[config.mk]
export PLATFORM = sky130hd
export DESIGN_NAME = boot_start_sequencer
export DESIGN_NICKNAME = d
export VERILOG_FILES = /design/src/boot_seq_pkg.sv /design/src/boot_start_sequencer.sv
export SDC_FILE = /design/constraint.sdc
export NUM_CORES = 1
export LEC_CHECK = 0
export ABC_AREA = 0
export BUFFER_PORTS_ARGS = -buffer_cell sky130_fd_sc_hd__buf_2
export CORE_MARGIN = 2
export CORE_UTILIZATION = 52
export DETAILED_ROUTE_END_ITERATION = 6
export MAX_ROUTING_LAYER = met4
export PLACE_DENSITY = 0.8
export SLEW_MARGIN = 20
export SYNTH_ARGS = -nofsm -noshare
export SYNTH_HDL_FRONTEND = slang
export SYNTH_SLANG_ARGS = --single-unit
[constraint.sdc]
create_clock -name CLK_SYS -period 2.8 [get_ports CLK_SYS]
set_clock_uncertainty 0.05 [all_clocks]
set_input_delay 0.28 -clock CLK_SYS [delete_from_list [all_inputs] [get_ports CLK_SYS]]
set_output_delay 0.28 -clock CLK_SYS [all_outputs]
set_load 0.005 [all_outputs]
[src/boot_seq_pkg.sv]
// Purpose : Shared constants and types for the boot start sequencer
// Assumes : 100 MHz system clock, 32-bit AHB-Lite register bus
// Notes   : Pulse widths are counted in system clock cycles
package boot_seq_pkg;

  // ----------------------------------------------------------------
  // Timing
  // ----------------------------------------------------------------
  localparam int CLK_PERIOD_NS = 10;
  localparam int PCLR_TIME_NS  = 1000;
  localparam int AUX_TIME_NS   = 1000;
  localparam int CNT_W         = 16;
  // Least times, rounded up to whole cycles
  localparam logic [CNT_W-1:0] PCLR_CYC =
    CNT_W'((PCLR_TIME_NS + CLK_PERIOD_NS - 1) / CLK_PERIOD_NS);
  localparam logic [CNT_W-1:0] AUX_CYC =
    CNT_W'((AUX_TIME_NS + CLK_PERIOD_NS - 1) / CLK_PERIOD_NS);
  localparam logic [CNT_W-1:0] CNT_ONE  = 16'h0001;
  localparam logic [CNT_W-1:0] CNT_ZERO = 16'h0000;

  // ----------------------------------------------------------------
  // Forced start bytes
  // ----------------------------------------------------------------
  localparam logic [7:0] JUMP_OPCODE = 8'hC3;
  localparam logic [7:0] BOOT_LO     = 8'h00;
  localparam logic [7:0] MONITOR_HI  = 8'hFD;

  // ----------------------------------------------------------------
  // Register map
  // ----------------------------------------------------------------
  localparam int         REG_AW       = 8;
  localparam logic [7:0] REG_CONFIG   = 8'h00;
  localparam logic [7:0] REG_STATUS   = 8'h04;
  localparam int         CFG_SCH_LSB  = 0;
  localparam int         CFG_SCH_W    = 3;
  localparam logic [2:0] CFG_RESET    = 3'h0;
  localparam int         STAT_W       = 13;

  // ----------------------------------------------------------------
  // Types
  // ----------------------------------------------------------------
  typedef enum logic [2:0] {
    SCH_NORMAL,
    SCH_ALT1,
    SCH_ALT2,
    SCH_ALT3,
    SCH_ALT4
  } scheme_t;

  typedef enum logic [1:0] {
    SQ_IDLE,
    SQ_OPCODE,
    SQ_ADDR_LO,
    SQ_ADDR_HI
  } seq_state_t;

  typedef struct packed {
    logic [7:0] boot_hi;
    logic       aux;
    logic       pclr;
    logic       active;
    logic [1:0] state;
  } status_t;

endpackage

[src/boot_start_sequencer.sv]
// Purpose : Power-on and start-switch boot sequencer with clear pulses
// Assumes : Processor read strobe and memory data are on CLK_SYS
// Notes   : Switch and strap pins are synchronised before use
//
// How it works
// - Power-up and start-switch release both force a jump to the switch address.
// - Boot target low byte is always zero, a 256-byte boundary.
// - Eight switches form address bits 15..8, lowest switch is bit 8.
// - With the monitor fitted, the boot high byte is forced to FD hex.
// - Default scheme: clear pulse at power-up, never an auxiliary clear.
// - Config selects normal or one of four alternate pulse schemes.
// - Auxiliary clear pulse is driven out for peripheral boards.
// - Forced bytes: jump opcode, low byte zero, then switch high byte.
`timescale 1ns/100ps

module boot_start_sequencer
  import boot_seq_pkg::*;
#(
  parameter logic [CNT_W-1:0] PCLR_CYCLES = PCLR_CYC,
  parameter logic [CNT_W-1:0] AUX_CYCLES = AUX_CYC
) (
  // Clock, reset, enable
  input  wire logic        CLK_SYS,
  input  wire logic        RST,
  input  wire logic        CE,
  // AHB-Lite slave
  input  wire logic        HSEL,
  input  wire logic [31:0] HADDR,
  input  wire logic [1:0]  HTRANS,
  input  wire logic        HWRITE,
  input  wire logic [2:0]  HSIZE,
  input  wire logic [31:0] HWDATA,
  input  wire logic        HREADY,
  output logic      [31:0] HRDATA,
  output logic             HREADYOUT,
  output logic             HRESP,
  // Board pins
  input  wire logic [7:0]  BOOT_SW,
  input  wire logic        START_SW,
  input  wire logic        MONITOR_FITTED,
  // Processor read path
  input  wire logic        CPU_RD_STB,
  input  wire logic [7:0]  MEM_RDATA,
  output logic      [7:0]  CPU_RDATA,
  output logic             CPU_RVALID,
  // Clear pulses and status
  output logic             POWER_ON_CLEAR_PULSE,
  output logic             AUXILIARY_CLEAR_PULSE,
  output logic             START_ACTIVE
);

  // ----------------------------------------------------------------
  // Scheme decode
  // ----------------------------------------------------------------
  function automatic logic pclr_on(input logic [2:0] sch, input logic on_start);
    if (!on_start) begin
      pclr_on = 1'b1;
    end else begin
      pclr_on = (sch == SCH_ALT2) || (sch == SCH_ALT3);
    end
  endfunction

  function automatic logic aux_on(input logic [2:0] sch, input logic on_start);
    if (!on_start) begin
      aux_on = (sch == SCH_ALT1) || (sch == SCH_ALT3) || (sch == SCH_ALT4);
    end else begin
      aux_on = (sch == SCH_ALT1) || (sch == SCH_ALT3);
    end
  endfunction

  // ----------------------------------------------------------------
  // State
  // ----------------------------------------------------------------
  logic [7:0]       sw_s1_q,  sw_s1_d,  sw_s2_q,  sw_s2_d;
  logic             st_s1_q,  st_s1_d,  st_s2_q,  st_s2_d,  st_s3_q,  st_s3_d;
  logic             mon_s1_q, mon_s1_d, mon_s2_q, mon_s2_d;
  logic             pwr_pend_q, pwr_pend_d;
  logic [CNT_W-1:0] pclr_cnt_q, pclr_cnt_d, aux_cnt_q, aux_cnt_d;
  seq_state_t       seq_q, seq_d;
  logic [7:0]       rdata_q, rdata_d;
  logic             rvalid_q, rvalid_d;
  logic             pclr_q, pclr_d, aux_q, aux_d, act_q, act_d;
  logic [2:0]       cfg_q, cfg_d;
  logic             wr_pend_q, wr_pend_d;
  logic [7:0]       wr_addr_q, wr_addr_d;
  logic [31:0]      hrdata_q, hrdata_d;
  logic             hready_q, hresp_q;
  logic [7:0]       boot_hi;
  logic             ev_pwr, ev_start, ev, on_start, addr_ph;
  status_t          stat;

  always_comb begin
    // Pin synchronisers; logic reads the second stage, and the third as well for the start switch
    sw_s1_d  = BOOT_SW;
    sw_s2_d  = sw_s1_q;
    st_s1_d  = START_SW;
    st_s2_d  = st_s1_q;
    st_s3_d  = st_s2_q;
    mon_s1_d = MONITOR_FITTED;
    mon_s2_d = mon_s1_q;

    boot_hi  = mon_s2_q ? MONITOR_HI : sw_s2_q;

    // Power-up counts as the first event after reset release
    ev_pwr     = pwr_pend_q;
    ev_start   = st_s3_q && !st_s2_q;             // Switch release
    ev         = ev_pwr || ev_start;
    on_start   = !ev_pwr;
    pwr_pend_d = 1'b0;

    // Clear pulse counters, retriggered by each event that the scheme selects for them
    pclr_cnt_d = (pclr_cnt_q != CNT_ZERO) ? pclr_cnt_q - CNT_ONE : CNT_ZERO;
    aux_cnt_d = (aux_cnt_q != CNT_ZERO) ? aux_cnt_q - CNT_ONE : CNT_ZERO;
    if (ev && pclr_on(cfg_q, on_start)) begin
      pclr_cnt_d = PCLR_CYCLES;
    end
    if (ev && aux_on(cfg_q, on_start)) begin
      aux_cnt_d = AUX_CYCLES;
    end
    pclr_d = (pclr_cnt_d != CNT_ZERO);
    aux_d = (aux_cnt_d != CNT_ZERO);

    // Forced start bytes; a new event restarts the sequence
    seq_d    = seq_q;
    rvalid_d = CPU_RD_STB;
    rdata_d  = rdata_q;
    if (CPU_RD_STB) begin
      case (seq_q)
        SQ_OPCODE: begin
          rdata_d = JUMP_OPCODE;
          seq_d   = SQ_ADDR_LO;
        end
        SQ_ADDR_LO: begin
          rdata_d = BOOT_LO;
          seq_d   = SQ_ADDR_HI;
        end
        SQ_ADDR_HI: begin
          rdata_d = boot_hi;
          seq_d   = SQ_IDLE;
        end
        default: begin
          rdata_d = MEM_RDATA;
        end
      endcase
    end
    if (ev) begin
      seq_d = SQ_OPCODE;
    end
    act_d = (seq_d != SQ_IDLE);

    // AHB-Lite: zero-wait slave, read data registered in address phase
    stat.boot_hi = boot_hi;
    stat.aux     = aux_q;
    stat.pclr    = pclr_q;
    stat.active  = act_q;
    stat.state   = seq_q;
    addr_ph   = HSEL && HTRANS[1] && HREADY;
    wr_pend_d = addr_ph && HWRITE;
    wr_addr_d = HADDR[REG_AW-1:0];
    hrdata_d  = hrdata_q;
    cfg_d     = cfg_q;
    if (wr_pend_q && (wr_addr_q == REG_CONFIG)) begin
      cfg_d = HWDATA[CFG_SCH_LSB +: CFG_SCH_W];
    end
    if (addr_ph && !HWRITE) begin
      case (HADDR[REG_AW-1:0])
        REG_CONFIG: hrdata_d = {{(32-CFG_SCH_W){1'b0}}, cfg_q};
        REG_STATUS: hrdata_d = {{(32-STAT_W){1'b0}}, stat};
        default:    hrdata_d = 32'h00000000;
      endcase
    end
  end

  always_ff @(posedge CLK_SYS) begin
    if (RST) begin
      sw_s1_q    <= 8'h00;
      sw_s2_q    <= 8'h00;
      st_s1_q    <= 1'b0;
      st_s2_q    <= 1'b0;
      st_s3_q    <= 1'b0;
      mon_s1_q   <= 1'b0;
      mon_s2_q   <= 1'b0;
      pwr_pend_q <= 1'b1;
      pclr_cnt_q <= CNT_ZERO;
      aux_cnt_q  <= CNT_ZERO;
      pclr_q     <= 1'b0;
      aux_q      <= 1'b0;
      seq_q      <= SQ_IDLE;
      act_q      <= 1'b0;
      rdata_q    <= 8'h00;
      rvalid_q   <= 1'b0;
      cfg_q      <= CFG_RESET;
      wr_pend_q  <= 1'b0;
      wr_addr_q  <= 8'h00;
      hrdata_q   <= 32'h00000000;
      hready_q   <= 1'b1;
      hresp_q    <= 1'b0;
    end else if (CE) begin
      sw_s1_q    <= sw_s1_d;
      sw_s2_q    <= sw_s2_d;
      st_s1_q    <= st_s1_d;
      st_s2_q    <= st_s2_d;
      st_s3_q    <= st_s3_d;
      mon_s1_q   <= mon_s1_d;
      mon_s2_q   <= mon_s2_d;
      pwr_pend_q <= pwr_pend_d;
      pclr_cnt_q <= pclr_cnt_d;
      aux_cnt_q  <= aux_cnt_d;
      pclr_q     <= pclr_d;
      aux_q      <= aux_d;
      seq_q      <= seq_d;
      act_q      <= act_d;
      rdata_q    <= rdata_d;
      rvalid_q   <= rvalid_d;
      cfg_q      <= cfg_d;
      wr_pend_q  <= wr_pend_d;
      wr_addr_q  <= wr_addr_d;
      hrdata_q   <= hrdata_d;
      hready_q   <= 1'b1;
      hresp_q    <= 1'b0;
    end
  end

  assign HRDATA                = hrdata_q;
  assign HREADYOUT             = hready_q;
  assign HRESP                 = hresp_q;
  assign CPU_RDATA             = rdata_q;
  assign CPU_RVALID            = rvalid_q;
  assign POWER_ON_CLEAR_PULSE  = pclr_q;
  assign AUXILIARY_CLEAR_PULSE = aux_q;
  assign START_ACTIVE          = act_q;

  // ----------------------------------------------------------------
  // Checks
  // ----------------------------------------------------------------
  a_event_restart: assert property (@(posedge CLK_SYS) disable iff (RST || !CE)
    ev |=> (seq_q == SQ_OPCODE) && START_ACTIVE)
    else $error("event did not restart forced sequence");

  a_opcode_byte: assert property (@(posedge CLK_SYS) disable iff (RST || !CE)
    (CPU_RD_STB && seq_q == SQ_OPCODE) |=> CPU_RVALID && (CPU_RDATA == JUMP_OPCODE))
    else $error("first forced byte is not the jump opcode");

  a_low_byte: assert property (@(posedge CLK_SYS) disable iff (RST || !CE)
    (CPU_RD_STB && seq_q == SQ_ADDR_LO) |=> (CPU_RDATA == BOOT_LO))
    else $error("second forced byte is not zero");

  a_high_byte: assert property (@(posedge CLK_SYS) disable iff (RST || !CE)
    (CPU_RD_STB && seq_q == SQ_ADDR_HI) |=> (CPU_RDATA == $past(boot_hi)))
    else $error("third forced byte is not the switch value");

  a_monitor_addr: assert property (@(posedge CLK_SYS) disable iff (RST || !CE)
    (mon_s2_q && CPU_RD_STB && seq_q == SQ_ADDR_HI) |=> (CPU_RDATA == MONITOR_HI))
    else $error("monitor boot byte wrong");

  a_mem_resume: assert property (@(posedge CLK_SYS) disable iff (RST || !CE)
    (CPU_RD_STB && seq_q == SQ_ADDR_HI && !ev) ##1 (CPU_RD_STB && !ev)
      |=> (CPU_RDATA == $past(MEM_RDATA)) && !START_ACTIVE)
    else $error("memory data did not resume after third byte");

  a_pclr_width: assert property (@(posedge CLK_SYS) disable iff (RST || !CE)
    (ev && pclr_on(cfg_q, on_start)) |=> POWER_ON_CLEAR_PULSE [*8])
    else $error("clear pulse too short");

  a_aux_absent: assert property (@(posedge CLK_SYS) disable iff (RST || !CE)
    (ev && !aux_on(cfg_q, on_start) && aux_cnt_q == CNT_ZERO) |=> !AUXILIARY_CLEAR_PULSE)
    else $error("auxiliary clear emitted when not selected");

  a_aux_driven: assert property (@(posedge CLK_SYS) disable iff (RST || !CE)
    (ev && aux_on(cfg_q, on_start)) |=> AUXILIARY_CLEAR_PULSE [*4])
    else $error("auxiliary clear not driven");

endmodule

==> flow_summary.toml, run 1 <==
[outcome]
status = "complete, but fails checks"
violations = "design-rule violations"

[clocking]
cts_resized = 0
cts_tree = "built"
clkSlewWorstSetupHoldPaths_ns = 0.10
clock_path_buffers = 2
cts_made_buffers = 9
post_cts_buffers = 0
hold_buffers = 0
clk-insertion-delay-late_ns = 0.37
cts_num_sinks = 93
cts_root_buffer = "clkbuf_8"
cts_max_level = 3

[placement]
hpwl_um = 7874
portBuffers = 61
gp_congestion = 0.9278

[worst_setup_path]
cp.required_ns = 2.99
rr_startpoint = "pclr_cnt_q[0]"
r2r_slack_ns = 0.20
reg2reg_to = "POWER_ON_CLEAR_PULSE"
worstSetupPathType = "reg -> reg"
critPathLaunchType = "register"
path_max_fanout = 8
cp.arrival_ns = 2.80
endpoint_kind = "register"
r2r_cells = 7

[floorplan]
dieArea_sq_um = 10230
io_pins = 140
start_util = 0.5335
core-area_sq_um = 9196
rows = 35
die_h_um = 101.1
die_x_um = 101.1

[detailed_routing]
via_count = 4444
drt-total-wl_um = 11350
wl_per_cell_um = 14.98
drtPass1Iterations = 7
drtIter0Drc = 307
via_per_inst = 5.863
ant_nets = 0
drc = 1

[timing]
tightest_slew_ns = 0.7287
slew_headroom = 0.5116
setup_tns_ns = 0
setup_viol = 0
finalHoldViolations = 0
rsz0062_at_grt = "false"
slew_violations = 0
post-route-period-util = 0.9293
period_minus_slack_ns = 2.602
clock.fmax_mhz = 384.3

[flow_run]
cap_violations = 0

[cells_and_area]
syn2layout_area_growth_pct = 8.824
antenna-diode-count = 0
drive_above_1_share = 0.1700
fillers = 821
nets = 742

[grt]
grt_usage = 0.2354
overflow = 0
antenna_found_initial = 0
grt_max_degree = 59
grt_pass1_wl_um = 19090
grt_pass1_vias = 4084

[synthesis]
synth_top_family_by_area = "simple AND/OR/NAND/NOR gates"
yosys_warnings = 0
synth_ff_type = "dfxtp_1"
synth-simple-area-share = 0.2448
ys_types = 66
async_flop_share = 0
synth_xor_area_frac = 0.01071
avgSynthCellArea_sq_um = 8.177
synthCells = 600
synth-compound-area-share = 0.1813
synth-edff-count = 0
seq_area_frac_synth = 0.3795
synth_fa_ha_area_frac = 0.01530
syn_area_sq_um = 4906
ys_ff_latch = 93
synthMuxAreaShare = 0.07396

[worst_hold_path]
whs_path_depth = 3
hp-start = "BOOT_SW[3]"
min_to = "sw_s1_q[3]"
holdCritPathClass = "in -> reg"

[power]
powerDensity_nw_per_um2 = 843.5
ir_worst_vdd_mv = 0.3793
p_total_w = 0.004503
p_leak_nw = 2.259
## report_power, final
| part | total (W) | switching (W) | internal (W) |
|---|---|---|---|
| clock | 0.000873 | 0.000528 | 0.000345 |
| sequential | 0.00166 | 0.000203 | 0.00146 |
| combinational | 0.00197 | 0.00109 | 0.000880 |
## registers in the layout (all words and copies together) (netlist names), 2 cells and up
register    flops
wr_addr_q       8
aux_cnt_q      16
HRDATA         13
CPU_RDATA       8
cfg_q           3
seq_q           2
pclr_cnt_q     16
sw_s1_q         8
sw_s2_q         8
## worst max-delay path: stages, from the launching register on
cell and delay [ns]:
dfxtp_1 0.38, inv_1 0.10, ha_1 0.27, or3b_2 0.57, a2111oi_0 0.58, o311a_1 0.27, o2111a_1 0.19, a211oi_1 0.07
## metal layers
| layer | up-vias | part of all wire | track usage |
|---|---|---|---|
| li1 | 2178 | - | - |
| met3 | 17 | 0.064 | 0.04348 |
| met2 | 168 | 0.48 | 0.3744 |
| met1 | 2081 | 0.44 | 0.3020 |
| met5 | - | 0 | - |
| met4 | 0 | 0.017 | 0.08004 |
## per-stage QoR
stage            util  worst slack [ns]  std cells  instance area [sq um]  hold slack, ns
2_1_floorplan       -            0.4993        619                   4977          0.3739
3_3_place_gp   0.5603            0.3326        742                   5152          0.3949
3_5_place_dp   0.5603            0.2793        742                   5152          0.4056
4_1_cts        0.5805            0.2389        758                   5339         0.08500
5_1_grt        0.5805           0.03685        758                   5339         0.08820
6_report       0.5805            0.1979        758                   5339         0.09204
## cells in the final DEF (no fill, tap or decap), types with 4 or more instances in the layout
| master | count |
|---|---|
| conb_1 | 21 |
| buf_2 | 61 |
| a22oi_1 | 17 |
| nor2_1 | 101 |
| nand2_1 | 42 |
| a211oi_1 | 4 |
| o31ai_1 | 7 |
| mux2i_1 | 34 |
| xor2_1 | 4 |
| nor4_1 | 11 |
| nor4b_1 | 4 |
| ha_1 | 6 |
| buf_4 | 13 |
| nor3b_1 | 7 |
| o21ai_0 | 39 |
| nor2b_1 | 6 |
| dfxtp_1 | 93 |
| or4_1 | 7 |
| a21oi_1 | 44 |
| clkbuf_8 | 9 |
| inv_1 | 13 |
| a311oi_1 | 5 |
| nor3_1 | 24 |
| nand3b_1 | 8 |
| nand3_1 | 6 |
## kinds of logic after synthesis
kind of cell    Yosys count
mux                      36
other cells               2
buf+inv                  77
simple gates            242
flops                    93
fa+ha+maj                 6
compound gates          138
xor+xnor                  6
## Yosys cell counts, drive strengths merged (2+ instances only)
cell type	instances	area [sq um]
a2111oi	2	36.29
a211oi	4	30.03
a21oi	44	220.2
a22oi	17	127.6
a311oi	5	43.79
a31o	2	17.52
a31oi	3	18.77
a32oi	2	17.52
and2	3	18.77
and3	2	12.51
buf	26	200.2
clkbuf	36	165.2
conb	2	7.510
dfxtp	93	1862
ha	6	75.07
inv	13	48.80
mux2	2	22.52
mux2i	34	340.3
nand2	42	157.7
nand3	6	30.03
nand3b	8	60.06
nand4b	2	17.52
nor2	101	379.1
nor2b	6	37.54
nor3	26	146.4
nor3b	7	52.55
nor4	12	81.33
nor4b	4	35.03
o21ai	39	195.2
o311a	2	31.28
o31a	2	18.77
o31ai	7	52.55
or2	4	25.03
or3	4	26.28
or3b	2	17.52
or4	8	63.81
xnor2	2	17.52
xor2	4	35.03
## area by class of cell
class	instances	area (sq um)	area share
clock buffer	9	123.9	0.02320
clock inverter	7	62.56	0.01172
inverter	13	48.80	0.009140
multi-input combinational	449	2660	0.4982
sequential	93	1862	0.3487
tap	111	138.9	0.02601
timing repair buffer	76	442.9	0.08296
## worst max-delay path by stage
stage / startpoint / to / slack, ns
global placement: aux_cnt_q[8] / AUXILIARY_CLEAR_PULSE / 0.33
finish: pclr_cnt_q[0] / POWER_ON_CLEAR_PULSE / 0.20
CTS: pclr_cnt_q[0] / POWER_ON_CLEAR_PULSE / 0.24
global route: pclr_cnt_q[0] / POWER_ON_CLEAR_PULSE / 0.04
detailed placement: aux_cnt_q[8] / AUXILIARY_CLEAR_PULSE / 0.28
floorplan: aux_cnt_q[8] / AUXILIARY_CLEAR_PULSE / 0.50
Power figures use the tool's default switching activity.
==> run 2, diff against run 1 <==
--- a/config.mk
+++ b/config.mk
@@ -10,6 +10,7 @@
 export CORE_MARGIN = 2
 export CORE_UTILIZATION = 52
 export DETAILED_ROUTE_END_ITERATION = 6
+export HOLD_SLACK_MARGIN = 0.12
 export MAX_ROUTING_LAYER = met4
 export PLACE_DENSITY = 0.8
 export SLEW_MARGIN = 20
==> run 2 against run 1 <==
  * Final cell count grew 2.1%
  * Cell area grew 3.0%
  * Worst hold slack gained 0.041 ns
  * Largest cell class unchanged
  * Clock-buffer cell count is the same
  * Maximum frequency shrank 0.69%
  * Critical path type unchanged
  * Largest power group unchanged
  * Sequential share of layout area shrank 1.0 points
  * The flow now finishes without violations
  * Flip-flop and latch count is the same
  * Clock power is essentially flat
==> flow_summary.toml, run 2 (synthesis gave the netlist of run 1 again) <==
[outcome]
status = "finished, final reports clean"

[worst_setup_path]
rr_startpoint = "pclr_cnt_q[0]"
cp.required_ns = 2.99
path_max_fanout = 8
r2r_slack_ns = 0.18
critPathLaunchType = "register"
cp.arrival_ns = 2.81
worst_path_dominant_cell_family = "compound AO/OA/AOI/OAI gates"
endpoint_kind = "register"
r2r_cells = 7
worstSetupPathType = "reg -> reg"
crit_path_top_delay_cell = "a2111oi_0"
reg2reg_to = "POWER_ON_CLEAR_PULSE"
cp_num_buf_inv = 1
slowest_delay_ns = 0.59
crit_chain = "inv_1 -> ha_1 -> or3b_2 -> a2111oi_0 -> o311a_1 -> o2111a_1 -> a211oi_1"

[timing]
setup_tns_ns = 0
clock.fmax_mhz = 381.7
rsz0062_at_grt = "false"
slew_violations = 0
finalHoldViolations = 0
post-route-period-util = 0.9358
setup_viol = 0
period_minus_slack_ns = 2.620
tightest_slew_ns = 0.7070
slew_headroom = 0.5261
fin_ws_ns = 0.1799

[cells_and_area]
ff_latch_area_sq_um = 1862
syn2layout_area_growth_pct = 12.09
drive_above_1_share = 0.1659
antenna-diode-count = 0
fillers = 779
multi_input_area_sq_um = 2660
fin_util = 0.5980
layout_common_cells = "101 x nor2_1, 93 x dfxtp_1, 61 x buf_2"
layout_commonest_cell = "nor2_1"
nets = 758

[placement]
hpwl_um = 7874
gp_congestion = 0.9278
portBuffers = 61
place_ws_ns = 0.2793

[floorplan]
die_h_um = 101.1
rows = 35
core-area_sq_um = 9196
io_pins = 140
die_x_um = 101.1
dieArea_sq_um = 10230
start_util = 0.5335

[clocking]
cts_made_buffers = 9
clkSlewWorstSetupHoldPaths_ns = 0.10
clock_path_buffers = 2
cts_resized = 0
cts_max_level = 3
clk-insertion-delay-late_ns = 0.36
cts_num_sinks = 93
cts_root_buffer = "clkbuf_8"
cts_tree = "built"

[grt]
met1_usage = 0.3065
overflow = 0
grt_pass1_vias = 4177
met3_usage = 0.04417
grt_max_degree = 59
grt_usage = 0.2450
grt_util_met2 = 0.3989
grt_pass1_wl_um = 19730
gr-max-usage-layer = "met2"
antenna_found_initial = 0

[flow_run]
cap_violations = 0

[detailed_routing]
drc = 0
via_per_inst = 5.910
wl_per_cell_um = 15.35
drtIter0Drc = 377
drt-total-wl_um = 11880
drtPass1Iterations = 6
via_count = 4574
ant_nets = 0

[worst_hold_path]
holdCritPathClass = "in -> reg"
whs_path_depth = 3
min_to = "wr_addr_q[5]"
hp-start = "HADDR[5]"

[power]
powerDensity_nw_per_um2 = 821.3
net-switching-power_w = 0.001818
ir_worst_vdd_mv = 0.3777
p_sw_frac = 0.4026
p_leak_nw = 2.325
combPwrFrac = 0.439
internal-power_w = 0.002698
p_total_w = 0.004516
clkPwrFrac = 0.193
power_frac_seq = 0.368
## run 2: per-stage QoR
step / std cells / cell area [sq um] / hold slack, ns
floorplan: 619 / 4977 / 0.3739
global placement: 742 / 5152 / 0.3949
detailed placement: 742 / 5152 / 0.4056
CTS: 774 / 5499 / 0.1206
global route: 774 / 5499 / 0.1254
finish: 774 / 5499 / 0.1328
## run 2: per-layer routing
layer,vias up,wire length [um]
met1,2138,5041
met3,26,800
met4,0,248
li1,2209,-
met5,-,0
met2,201,5792
## run 2: final cells by class
class / instances / area share
flip-flops and latches: 93 / 0.3386
clock buffers: 9 / 0.02253
clock inverters: 7 / 0.01138
repair buffers: 92 / 0.1097
inverters: 13 / 0.008874
multi-input cells: 449 / 0.4837
well taps: 111 / 0.02526
## run 2: how the worst max path moves through the flow
| stage | start | cells past startpoint | end | slack, ns |
|---|---|---|---|---|
| floorplan | aux_cnt_q[8] | 8 | AUXILIARY_CLEAR_PULSE | 0.50 |
| global placement | aux_cnt_q[8] | 6 | AUXILIARY_CLEAR_PULSE | 0.33 |
| detailed placement | aux_cnt_q[8] | 6 | AUXILIARY_CLEAR_PULSE | 0.28 |
| CTS | pclr_cnt_q[0] | 7 | POWER_ON_CLEAR_PULSE | 0.24 |
| global route | pclr_cnt_q[0] | 8 | POWER_ON_CLEAR_PULSE | 0.04 |
| finish | pclr_cnt_q[0] | 7 | POWER_ON_CLEAR_PULSE | 0.18 |
## run 2: power groups by stage
stage	clock network (W)	registers, W	logic, W
final	0.000871	0.00166	0.00198
after global routing	0.000950	0.00168	0.00220
after CTS	0.000890	0.00165	0.00196
after detailed placement	0	0.00168	0.00193
after global placement	0	0.00167	0.00188
after floorplan	0	0.00158	0.00163
## run 2: what timing repair did
item	in CTS	in global routing
hold endpoints to repair	16	0
hold buffers	16	0
buffers inserted	0	0
## run 2: worst min-delay path, cell delays in order
cell,delay (ns)
buf_2,0.09
mux2i_1,0.06
nor2_1,0.08
